--- src/include/scm_defines.svh ---
// Register offsets, field positions, reset values and settle counts
// for the system clock and operating-mode controller.
// Assumes inclusion by bare name from the design.
`ifndef SCM_DEFINES_SVH
`define SCM_DEFINES_SVH

`define SCM_OFS_MODE      4'h0
`define SCM_OFS_CTRL      4'h4
`define SCM_OFS_STAT      4'h8

`define SCM_BIT_HLSEL     0
`define SCM_BIT_IDLE_ON_HALT_ENABLE     1
`define SCM_BIT_HRDY      2
`define SCM_BIT_LRDY      3
`define SCM_BIT_FSTEN     4
`define SCM_CKS_LSB       5
`define SCM_BIT_SYSCLK_IN_IDLE_ENABLE    7

`define SCM_MODE_RESET    8'h03
`define SCM_CTRL_RESET    8'h00

`define SCM_HXT_SETTLE    8'h80
`define SCM_HIGH_RC_OSC_SETTLE   8'h10
`define SCM_LXT_SETTLE    8'h80
`define SCM_LOW_RC_OSC_SETTLE   8'h02

`define SCM_RESP_OKAY     2'b00
`define SCM_RESP_SLVERR   2'b10

`endif

--- src/include/scm_pkg.sv ---
// Types shared by the clock and operating-mode controller.
// Assumes scm_defines.svh is on the include path.
package scm_pkg;

    // Six operating modes, one-hot
    typedef enum logic [5:0] {
        MODE_NORMAL = 6'b000001,
        MODE_SLOW_LOW_CLOCK_MODE  = 6'b000010,
        MODE_SLOW_DIVIDED_CLOCK_MODE  = 6'b000100,
        MODE_SLEEP  = 6'b001000,
        MODE_IDLE_CLOCKS_STOPPED_MODE  = 6'b010000,
        MODE_IDLE_CLOCK_RUNNING_MODE  = 6'b100000
    } scm_mode_t;

    // System clock source, one-hot
    typedef enum logic [2:0] {
        SRC_LOW  = 3'b001,
        SRC_FULL = 3'b010,
        SRC_DIV  = 3'b100
    } scm_src_t;

    // One-cycle clock ticks handed to the core and peripherals
    typedef struct packed {
        logic cpu;
        logic periph;
        logic sub;
        logic tbc;
    } scm_ticks_t;

    typedef struct packed {
        logic       h1, h2, h3;
        logic       l1, l2, l3;
        logic       c1, c2;
        logic       x1, x2;
        logic [2:0] cks;
        logic       fsten;
        logic       idle_on_halt_enable;
        logic       hlsel;
        logic       sysclk_in_idle_enable;
        logic       hrdy;
        logic       lrdy;
        logic [7:0] hcnt;
        logic [7:0] lcnt;
        logic       hosc_en;
        scm_src_t   src;
        logic [5:0] mask;
        logic [5:0] div_cnt;
        scm_mode_t  mode;
        logic       fast;
        scm_ticks_t tk;
        logic       aw_got;
        logic       w_got;
        logic [3:0] awaddr;
        logic [7:0] wdata;
        logic       wstrb0;
        logic       bvalid;
        logic [1:0] bresp;
        logic       rvalid;
        logic [31:0] rdata;
        logic [1:0] rresp;
    } scm_state_t;

endpackage : scm_pkg

--- src/scm_clock_modes.sv ---
// System clock selection, clock ticks and operating-mode control.
// Oscillators arrive as free-running pins sampled on aclk; every derived
// clock leaves as a one-cycle tick on aclk. Core supplies halt and wake.
//
// The placing of the registers and the AXI4-Lite slave port were left to the implementer.
`timescale 1ns/1ps
`include "scm_defines.svh"

module scm_clock_modes #(
    parameter int ADDR_W = 4
) (
    input  wire logic               aclk,
    input  wire logic               aresetn,
    input  wire logic               high_osc,
    input  wire logic               low_osc,
    input  wire logic               cfg_high_is_rc,
    input  wire logic               cfg_low_is_crystal,
    input  wire logic               halt_req,
    input  wire logic               wake_req,
    output logic                    high_osc_enable,
    output scm_pkg::scm_mode_t      mode,
    output scm_pkg::scm_ticks_t     ticks,
    input  wire logic [ADDR_W-1:0]  s_axi_awaddr,
    input  wire logic               s_axi_awvalid,
    output logic                    s_axi_awready,
    input  wire logic [31:0]        s_axi_wdata,
    input  wire logic [3:0]         s_axi_wstrb,
    input  wire logic               s_axi_wvalid,
    output logic                    s_axi_wready,
    output logic [1:0]              s_axi_bresp,
    output logic                    s_axi_bvalid,
    input  wire logic               s_axi_bready,
    input  wire logic [ADDR_W-1:0]  s_axi_araddr,
    input  wire logic               s_axi_arvalid,
    output logic                    s_axi_arready,
    output logic [31:0]             s_axi_rdata,
    output logic [1:0]              s_axi_rresp,
    output logic                    s_axi_rvalid,
    input  wire logic               s_axi_rready
);
    import scm_pkg::*;

    // Offsets need four address bits
    if (ADDR_W < 4) begin : g_chk
        $error("scm_clock_modes: ADDR_W must be at least 4");
    end

    scm_state_t r;
    scm_state_t n;

    // Mask of divider count bits that must be all ones for one tick
    function automatic logic [5:0] div_mask(input logic [2:0] cks);
        logic [5:0] m;
        m = 6'h01;
        case (cks)
            3'h2:    m = 6'h3f; // /64
            3'h3:    m = 6'h1f; // /32
            3'h4:    m = 6'h0f; // /16
            3'h5:    m = 6'h07; // /8
            3'h6:    m = 6'h03; // /4
            default: m = 6'h01; // /2
        endcase
        return m;
    endfunction : div_mask

    // Register read decode
    function automatic logic [31:0] rd_word(input scm_state_t s,
                                           input logic [3:0] a);
        logic [31:0] d;
        d = 32'h0;
        case (a)
            `SCM_OFS_MODE: begin
                d[`SCM_CKS_LSB+:3] = s.cks;
                d[`SCM_BIT_FSTEN]  = s.fsten;
                d[`SCM_BIT_LRDY]   = s.lrdy;
                d[`SCM_BIT_HRDY]   = s.hrdy;
                d[`SCM_BIT_IDLE_ON_HALT_ENABLE]  = s.idle_on_halt_enable;
                d[`SCM_BIT_HLSEL]  = s.hlsel;
            end
            `SCM_OFS_CTRL: d[`SCM_BIT_SYSCLK_IN_IDLE_ENABLE] = s.sysclk_in_idle_enable;
            `SCM_OFS_STAT: begin
                d[5:0]  = s.mode;
                d[10:8] = s.src;
                d[12]   = s.hosc_en;
                d[13]   = s.fast;
            end
            default: d = 32'h0;
        endcase
        return d;
    endfunction : rd_word

    function automatic logic mapped(input logic [3:0] a);
        return a == `SCM_OFS_MODE || a == `SCM_OFS_CTRL ||
               a == `SCM_OFS_STAT;
    endfunction : mapped

    logic       h_raw;
    logic       l_edge;
    logic       h_edge;
    logic       div_tick;
    logic       src_tick;
    scm_src_t   want_src;
    logic [5:0] want_mask;
    scm_mode_t  run_mode;
    logic       running;
    logic       sys_tick;
    logic [7:0] h_lim;
    logic [7:0] l_lim;
    logic [3:0] wa;
    logic [3:0] ra;

    always_comb begin
        n = r;
        wa = s_axi_awaddr[3:0];
        ra = s_axi_araddr[3:0];

        // Two-flop synchronisers; third stage only for edge finding
        n.h1 = high_osc;
        n.h2 = r.h1;
        n.h3 = r.h2;
        n.l1 = low_osc;
        n.l2 = r.l1;
        n.l3 = r.l2;
        n.c1 = cfg_high_is_rc;
        n.c2 = r.c1;
        n.x1 = cfg_low_is_crystal;
        n.x2 = r.x1;

        h_raw  = r.h2 & ~r.h3;
        h_edge = h_raw & r.hosc_en;
        l_edge = r.l2 & ~r.l3;

        // Settle counts follow the strapped oscillator kinds
        h_lim = r.c2 ? `SCM_HIGH_RC_OSC_SETTLE : `SCM_HXT_SETTLE;
        l_lim = r.x2 ? `SCM_LXT_SETTLE : `SCM_LOW_RC_OSC_SETTLE;

        // High oscillator ready flag, lost whenever it is stopped
        if (!r.hosc_en) begin
            n.hcnt = 8'h00;
            n.hrdy = 1'b0;
        end else if (h_raw && !r.hrdy) begin
            n.hcnt = r.hcnt + 8'h01;
            if (r.hcnt == h_lim - 8'h01) n.hrdy = 1'b1;
        end
        // Low oscillator never stops, so its flag sticks once set
        if (l_edge && !r.lrdy) begin
            n.lcnt = r.lcnt + 8'h01;
            if (r.lcnt == l_lim - 8'h01) n.lrdy = 1'b1;
        end

        // Divided high clock
        if (h_edge) n.div_cnt = r.div_cnt + 6'h01;
        div_tick = h_edge && ((r.div_cnt & r.mask) == r.mask);

        case (r.src)
            SRC_LOW:  src_tick = l_edge;
            SRC_FULL: src_tick = h_edge;
            SRC_DIV:  src_tick = div_tick;
            default:  src_tick = 1'b0;
        endcase

        // Requested source from select bit and divider code
        want_mask = div_mask(r.cks);
        if (r.hlsel) want_src = SRC_FULL;
        else if (r.cks < 3'h2) want_src = SRC_LOW;
        else want_src = SRC_DIV;

        case (r.src)
            SRC_LOW:  run_mode = MODE_SLOW_LOW_CLOCK_MODE;
            SRC_FULL: run_mode = MODE_NORMAL;
            default:  run_mode = MODE_SLOW_DIVIDED_CLOCK_MODE;
        endcase
        running = r.mode == MODE_NORMAL || r.mode == MODE_SLOW_LOW_CLOCK_MODE ||
                  r.mode == MODE_SLOW_DIVIDED_CLOCK_MODE;

        // Change source only at a tick of the old one, or at once off an unsettled
        // high clock, and only onto a settled high clock, so no runt period reaches the core
        if (running && (want_src != r.src || want_mask != r.mask) &&
            (src_tick || (r.src != SRC_LOW && !r.hrdy)) &&
            (want_src == SRC_LOW || r.hrdy)) begin
            n.src = want_src;
            n.mask = want_mask;
            n.div_cnt = 6'h00;
        end

        // High oscillator runs only while something uses it
        if (running)
            n.hosc_en = want_src != SRC_LOW || n.src != SRC_LOW;
        else if (r.mode == MODE_IDLE_CLOCK_RUNNING_MODE)
            n.hosc_en = r.src != SRC_LOW;
        else
            n.hosc_en = 1'b0;

        // Operating mode
        case (r.mode)
            MODE_NORMAL, MODE_SLOW_LOW_CLOCK_MODE, MODE_SLOW_DIVIDED_CLOCK_MODE: begin
                if (halt_req) begin
                    if (!r.idle_on_halt_enable) n.mode = MODE_SLEEP;
                    else if (r.sysclk_in_idle_enable) n.mode = MODE_IDLE_CLOCK_RUNNING_MODE;
                    else n.mode = MODE_IDLE_CLOCKS_STOPPED_MODE;
                end else begin
                    n.mode = run_mode;
                end
            end
            MODE_SLEEP, MODE_IDLE_CLOCKS_STOPPED_MODE: begin
                if (wake_req) begin
                    n.mode = run_mode;
                    // Bridge the crystal restart on the substitute clock
                    n.fast = r.fsten && !r.c2 && r.src != SRC_LOW;
                end
            end
            MODE_IDLE_CLOCK_RUNNING_MODE: begin
                if (wake_req) n.mode = run_mode;
            end
            default: n.mode = MODE_NORMAL;
        endcase
        if (r.fast && (r.hrdy || !running)) n.fast = 1'b0;

        // Core waits for a settled high clock unless bridged
        sys_tick = src_tick && (r.src == SRC_LOW || r.hrdy);
        n.tk.cpu = running && (r.fast ? l_edge : sys_tick);
        n.tk.periph = (running || r.mode == MODE_IDLE_CLOCK_RUNNING_MODE) && sys_tick;
        n.tk.sub = l_edge;
        n.tk.tbc = l_edge && r.mode != MODE_SLEEP;

        // Write address and data taken independently
        if (s_axi_awvalid && s_axi_awready) begin
            n.aw_got = 1'b1;
            n.awaddr = wa;
        end
        if (s_axi_wvalid && s_axi_wready) begin
            n.w_got = 1'b1;
            n.wdata = s_axi_wdata[7:0];
            n.wstrb0 = s_axi_wstrb[0];
        end
        if (r.aw_got && r.w_got && !r.bvalid) begin
            n.aw_got = 1'b0;
            n.w_got = 1'b0;
            n.bvalid = 1'b1;
            n.bresp = mapped(r.awaddr) ? `SCM_RESP_OKAY : `SCM_RESP_SLVERR;
            if (r.wstrb0 && r.awaddr == `SCM_OFS_MODE) begin
                n.cks = r.wdata[`SCM_CKS_LSB+:3];
                n.fsten = r.wdata[`SCM_BIT_FSTEN];
                n.idle_on_halt_enable = r.wdata[`SCM_BIT_IDLE_ON_HALT_ENABLE];
                n.hlsel = r.wdata[`SCM_BIT_HLSEL];
            end
            if (r.wstrb0 && r.awaddr == `SCM_OFS_CTRL)
                n.sysclk_in_idle_enable = r.wdata[`SCM_BIT_SYSCLK_IN_IDLE_ENABLE];
        end
        if (r.bvalid && s_axi_bready) n.bvalid = 1'b0;

        // Read answers one cycle after the address is taken
        if (s_axi_arvalid && s_axi_arready) begin
            n.rvalid = 1'b1;
            n.rdata = rd_word(r, ra);
            n.rresp = mapped(ra) ? `SCM_RESP_OKAY : `SCM_RESP_SLVERR;
        end else if (r.rvalid && s_axi_rready) begin
            n.rvalid = 1'b0;
        end
    end

    // State register; high clock starts enabled, full rate selected
    always_ff @(posedge aclk) begin
        if (!aresetn) begin
            r <= '0;
            r.cks <= 3'(`SCM_MODE_RESET >> `SCM_CKS_LSB);
            r.idle_on_halt_enable <= 1'(`SCM_MODE_RESET >> `SCM_BIT_IDLE_ON_HALT_ENABLE);
            r.hlsel <= 1'(`SCM_MODE_RESET >> `SCM_BIT_HLSEL);
            r.sysclk_in_idle_enable <= 1'(`SCM_CTRL_RESET >> `SCM_BIT_SYSCLK_IN_IDLE_ENABLE);
            r.hosc_en <= 1'b1;
            r.src <= SRC_FULL;
            r.mask <= 6'h01;
            r.mode <= MODE_NORMAL;
        end else begin
            r <= n;
        end
    end

    // Outputs straight from state
    assign high_osc_enable = r.hosc_en;
    assign mode            = r.mode;
    assign ticks           = r.tk;
    assign s_axi_awready   = !r.aw_got && !r.bvalid;
    assign s_axi_wready    = !r.w_got && !r.bvalid;
    assign s_axi_bvalid    = r.bvalid;
    assign s_axi_bresp     = r.bresp;
    assign s_axi_arready   = !r.rvalid;
    assign s_axi_rvalid    = r.rvalid;
    assign s_axi_rdata     = r.rdata;
    assign s_axi_rresp     = r.rresp;

endmodule : scm_clock_modes

--- config.mk ---
export PLATFORM = sky130hd
export DESIGN_NAME = scm_clock_modes
export DESIGN_NICKNAME = d
export VERILOG_FILES = /design/src/include/scm_pkg.sv /design/src/scm_clock_modes.sv
export VERILOG_INCLUDE_DIRS = /design/src /design/src/include
export SDC_FILE = /design/constraint.sdc
export NUM_CORES = 1
export LEC_CHECK = 0
export BUFFER_PORTS_ARGS = -buffer_cell sky130_fd_sc_hd__buf_2
export CAP_MARGIN = 40
export CORE_ASPECT_RATIO = 1.2
export CORE_MARGIN = 8
export CORE_UTILIZATION = 50
export CTS_BUF_LIST = sky130_fd_sc_hd__clkbuf_4 sky130_fd_sc_hd__clkbuf_8
export DETAILED_ROUTE_END_ITERATION = 10
export PLACE_DENSITY = 0.84
export SLEW_MARGIN = 25
export SYNTH_ARGS = -nofsm -noshare
export SYNTH_HDL_FRONTEND = slang
export SYNTH_SLANG_ARGS = --single-unit
--- constraint.sdc ---
create_clock -name aclk -period 2.2 [get_ports aclk]
set_input_delay 0.11 -clock aclk [delete_from_list [all_inputs] [get_ports aclk]]
set_output_delay 0.11 -clock aclk [all_outputs]
set_load 0.02 [all_outputs]
==> impl_results.md <==
* Startpoint type of the worst setup path: register
* Post-synth EDFFs at 0
* Number of placement rows at 38
* Vias/cell at 5.67
* Hold Startpoint: s_axi_awaddr[3]
* Cells on Worst Hold Path at 3
* Die height at 121 microns
* Routability congestion estimate at approximately 0.94
* Combinational share of power at around an eighth
* Std-Cell Core Area at 9030 sq um
* Data arrival time at the worst-slack endpoint at 2360 ps
* Die Outline Area at 12600 sq um
* Wire length of the first global-routing pass at 18800 microns
* Die extent in x at between 100 and 150 microns
* Final wirelength at around 11000 microns
* Leakage power at between 2 and 2.5 nW
* Max H-tree Level at 3
* Final number of hold-violating endpoints at 0
* Synthesized area divided by synthesized cell count at 8.60 sq um
* Via count of the first global-routing pass at roughly 4000
* Remaining global-route overflow at 0
* Via Count at 4048
* Switching power at 0.939 mW
* DR iter-0 viols at 391
* Warnings from Yosys at 0
* First element of the critical path: r[112]$_SDFF_PN0_
* Pin count of the biggest net entering global routing at between 40 and 50
* Netlist Area Pre-Place at roughly 4600 sq um
* Number of iterations in the first detailed-routing pass at 7
* Worst reg2reg endpoint: r[75]$_SDFFE_PN0P_
* Max-cap violations at 0
* All-layer global routing usage at 18.0%
* Number of synthesized register bits at 91
* Dpl hpwl at 8140 microns
* Clock latency of the later-clocked register in the worst-skew pair at 370 ps
* Setup Crit Path Kind: reg2reg
* Setup Slack @ Placement at 9.46 ps
* Starting Density at 51.1%
* Period minus WS final at 2110 ps
* Number of slew-limit violations in the final report at 0
* Drt drc at 0
* Register area share after synthesis at between 30% and 40%
* Critical path peak fanout at 9
* Distinct cell type count after synthesis at 60
* Relative contribution of the clock network to total power at 37.8%
* Maximum count of clock buffers along a single path at 2
* Worst slew pin tran at 776 ps
* Antenna violations before repair at 0
* Post-layout worst setup margin at roughly 94 ps
* CP required at 2450 ps
* Area growth from synthesis to final layout at 14.2%
* Sequential cell fraction of total power at 50.1%
* CTS tree: yes
* Clock transition at path regs at 90 ps
* Peak supply drop at 0.353 mV
* Relative slew margins at 48.1%
* Hold-critical path endpoint: r[50]$_SDFFE_PN0P_
* Final routed wire length divided by cell count at approximately 16 microns
* Post-synth ARST share at 0%
* Maximum operating frequency at 0.475 GHz
* Switching Share at 27.2%
* Clock tree root driver cell: clkbuf_8
* R2R setup slack at ~94 ps
* Sort of element at the end of the critical path: register
* Status: finished, final reports clean
* Clock sink count at 91
* Port Buffers at between 50 and 60
* Final critical-path share of the clock period at 95.7%
* Internal Pwr Total at 2.51 mW
* Number of clock buffers inserted by TritonCTS at 9
* Final setup violation count at 0
* Synthesized netlist cell count at 537
* Reg2Reg Depth at 6
* Number of nets in the finished design at approximately 650
* Primary FF master, synth: dfxtp_1
* Number of antenna-violating nets in the routed design at 0
* Setup repair after global routing missed its margin: false
* Accumulated negative setup slack at 0 ps
* Final core utilization at 58.4%
* Layout cell share with drive strength beyond 1 at 20.7%
* Power density of the placed cells at 654 nW/um^2
* Final Skew at 16.1 ps
* Source of the worst register-to-register timing path: r[112]$_SDFF_PN0_
* Diodes inserted at 0
* Path category of the worst min-delay check: in2reg
* Boundary pin count at 109
## what timing repair did
item	CTS	global route
resized for setup	1	7
endpoints found under the setup margin	1	17
pin swaps	0	1
setup buffers	0	1
gates cloned	0	1
hold buffers	13	0
hold endpoints to repair	13	0
## worst max-delay path, cell delays in order, from the launching register on
cell      delay [ps]
dfxtp_2          330
nand3b_1         180
or3_4            380
or4_4            470
buf_12           170
a31o_2           200
a311o_1          260
## cell type report
cell class | count | area (sq um)
multi-input cells | 374 | 2350
flip-flops and latches | 91 | 1820
clock buffers | 9 | 124
well taps | 120 | 150
clock inverters | 7 | 108
fillers | 777 | 3760
repair buffers | 100 | 668
inverters | 13 | 48.8
## how the worst max path moves through the flow
stage	endpoint	slack [ps]	cells past startpoint
CTS	r[75]$_SDFFE_PN0P_	0.7	6
finish	r[75]$_SDFFE_PN0P_	90	6
detailed placement	r[67]$_SDFFE_PP0N_	9	6
global placement	r[78]$_SDFF_PN0_	60	6
floorplan	r[78]$_SDFF_PN0_	20	6
global route	r[78]$_SDFF_PN0_	20	6
## power by group through the flow
stage	logic (mW)	registers [mW]	clock network [mW]
after detailed placement	0.386	1.77	0
after CTS	0.407	1.73	1.32
after global placement	0.377	1.76	0
after floorplan	0.305	1.76	0
after global routing	0.452	1.74	1.39
final	0.418	1.73	1.30
## through the flow
| step | cells | power [mW] | instance area [sq um] | hold WS [ps] |
|---|---|---|---|---|
| 5_1_grt | 714 | 3.58 | 5280 | 20.1 |
| 2_1_floorplan | 557 | 2.06 | 4690 | 237 |
| 4_1_cts | 712 | 3.46 | 5220 | 1.85 |
| 6_report | 714 | 3.45 | 5280 | 14.7 |
| 3_3_place_gp | 683 | 2.14 | 4850 | 314 |
| 3_5_place_dp | 683 | 2.15 | 4850 | 320 |
## kinds of logic (layout without fill, tap and decap cells)
group | count (synthesis) | count (layout) | synth area share, %
multiplexers | 27 | 27 | 5.85
XOR/XNOR | 29 | 29 | 5.50
buffers and inverters | 92 | 129 | 11.6
flip-flops | 91 | 91 | 39.4
AND/OR/NAND/NOR | 201 | 201 | 22.2
other | 1 | 21 | 0.0812
adder cells (fa/ha/maj) | 3 | 3 | 0.813
AO/OA/AOI/OAI | 93 | 93 | 14.4
## state kept, by name, summed over array words and instances (netlist names), 4 cells and up
name / count
n: 6
r: 57
ticks: 4
s_axi_rdata: 13
mode: 6
## Yosys cell counts (6+ instances only)
cell type | instances | area, sq um
nor3_1 | 19 | 95.1
xor2_1 | 18 | 158
nand2b_1 | 8 | 50.1
nand3_1 | 13 | 65.1
nor2_1 | 65 | 244
o211ai_1 | 8 | 60.1
and2_1 | 14 | 87.6
or3_1 | 8 | 50.1
mux2i_1 | 27 | 270
inv_1 | 13 | 48.8
and3_1 | 6 | 37.5
a31oi_1 | 8 | 50.1
buf_4 | 47 | 353
dfxtp_1 | 91 | 1820
a21oi_1 | 30 | 150
clkbuf_1 | 20 | 75.1
nand2_1 | 31 | 116
xnor2_1 | 11 | 96.3
buf_2 | 7 | 35.0
o21ai_0 | 6 | 30.0
## placed cells by master, fill, tap and decap left out, drive strengths merged, types with 4 or more instances in the layout
cell	synthesis	final
a2111oi	4	4
a211oi	7	7
a21oi	30	30
a311o	5	5
a31o	6	6
a31oi	9	9
and2	14	14
and3	6	6
buf	59	86
clkbuf	20	10
conb	1	21
dfxtp	91	91
dlygate4sd3	0	13
inv	13	16
mux2i	27	27
nand2	31	31
nand2b	8	8
nand3	13	13
nand4	4	4
nor2	65	65
nor3	20	20
nor3b	5	5
o211ai	8	8
o21ai	6	6
or2	4	4
or3	8	8
xnor2	11	11
xor2	18	18
## layer usage
| layer | track usage [%] | vias up | wire length, microns |
|---|---|---|---|
| li1 | - | 1918 | - |
| met1 | 20.0 | 1894 | 4510 |
| met2 | 30.6 | 189 | 5670 |
| met3 | 5.05 | 47 | 883 |
| met4 | 9.88 | 0 | 406 |
| met5 | 0 | - | 0 |
No activity file was read; power rests on OpenSTA's default activity.
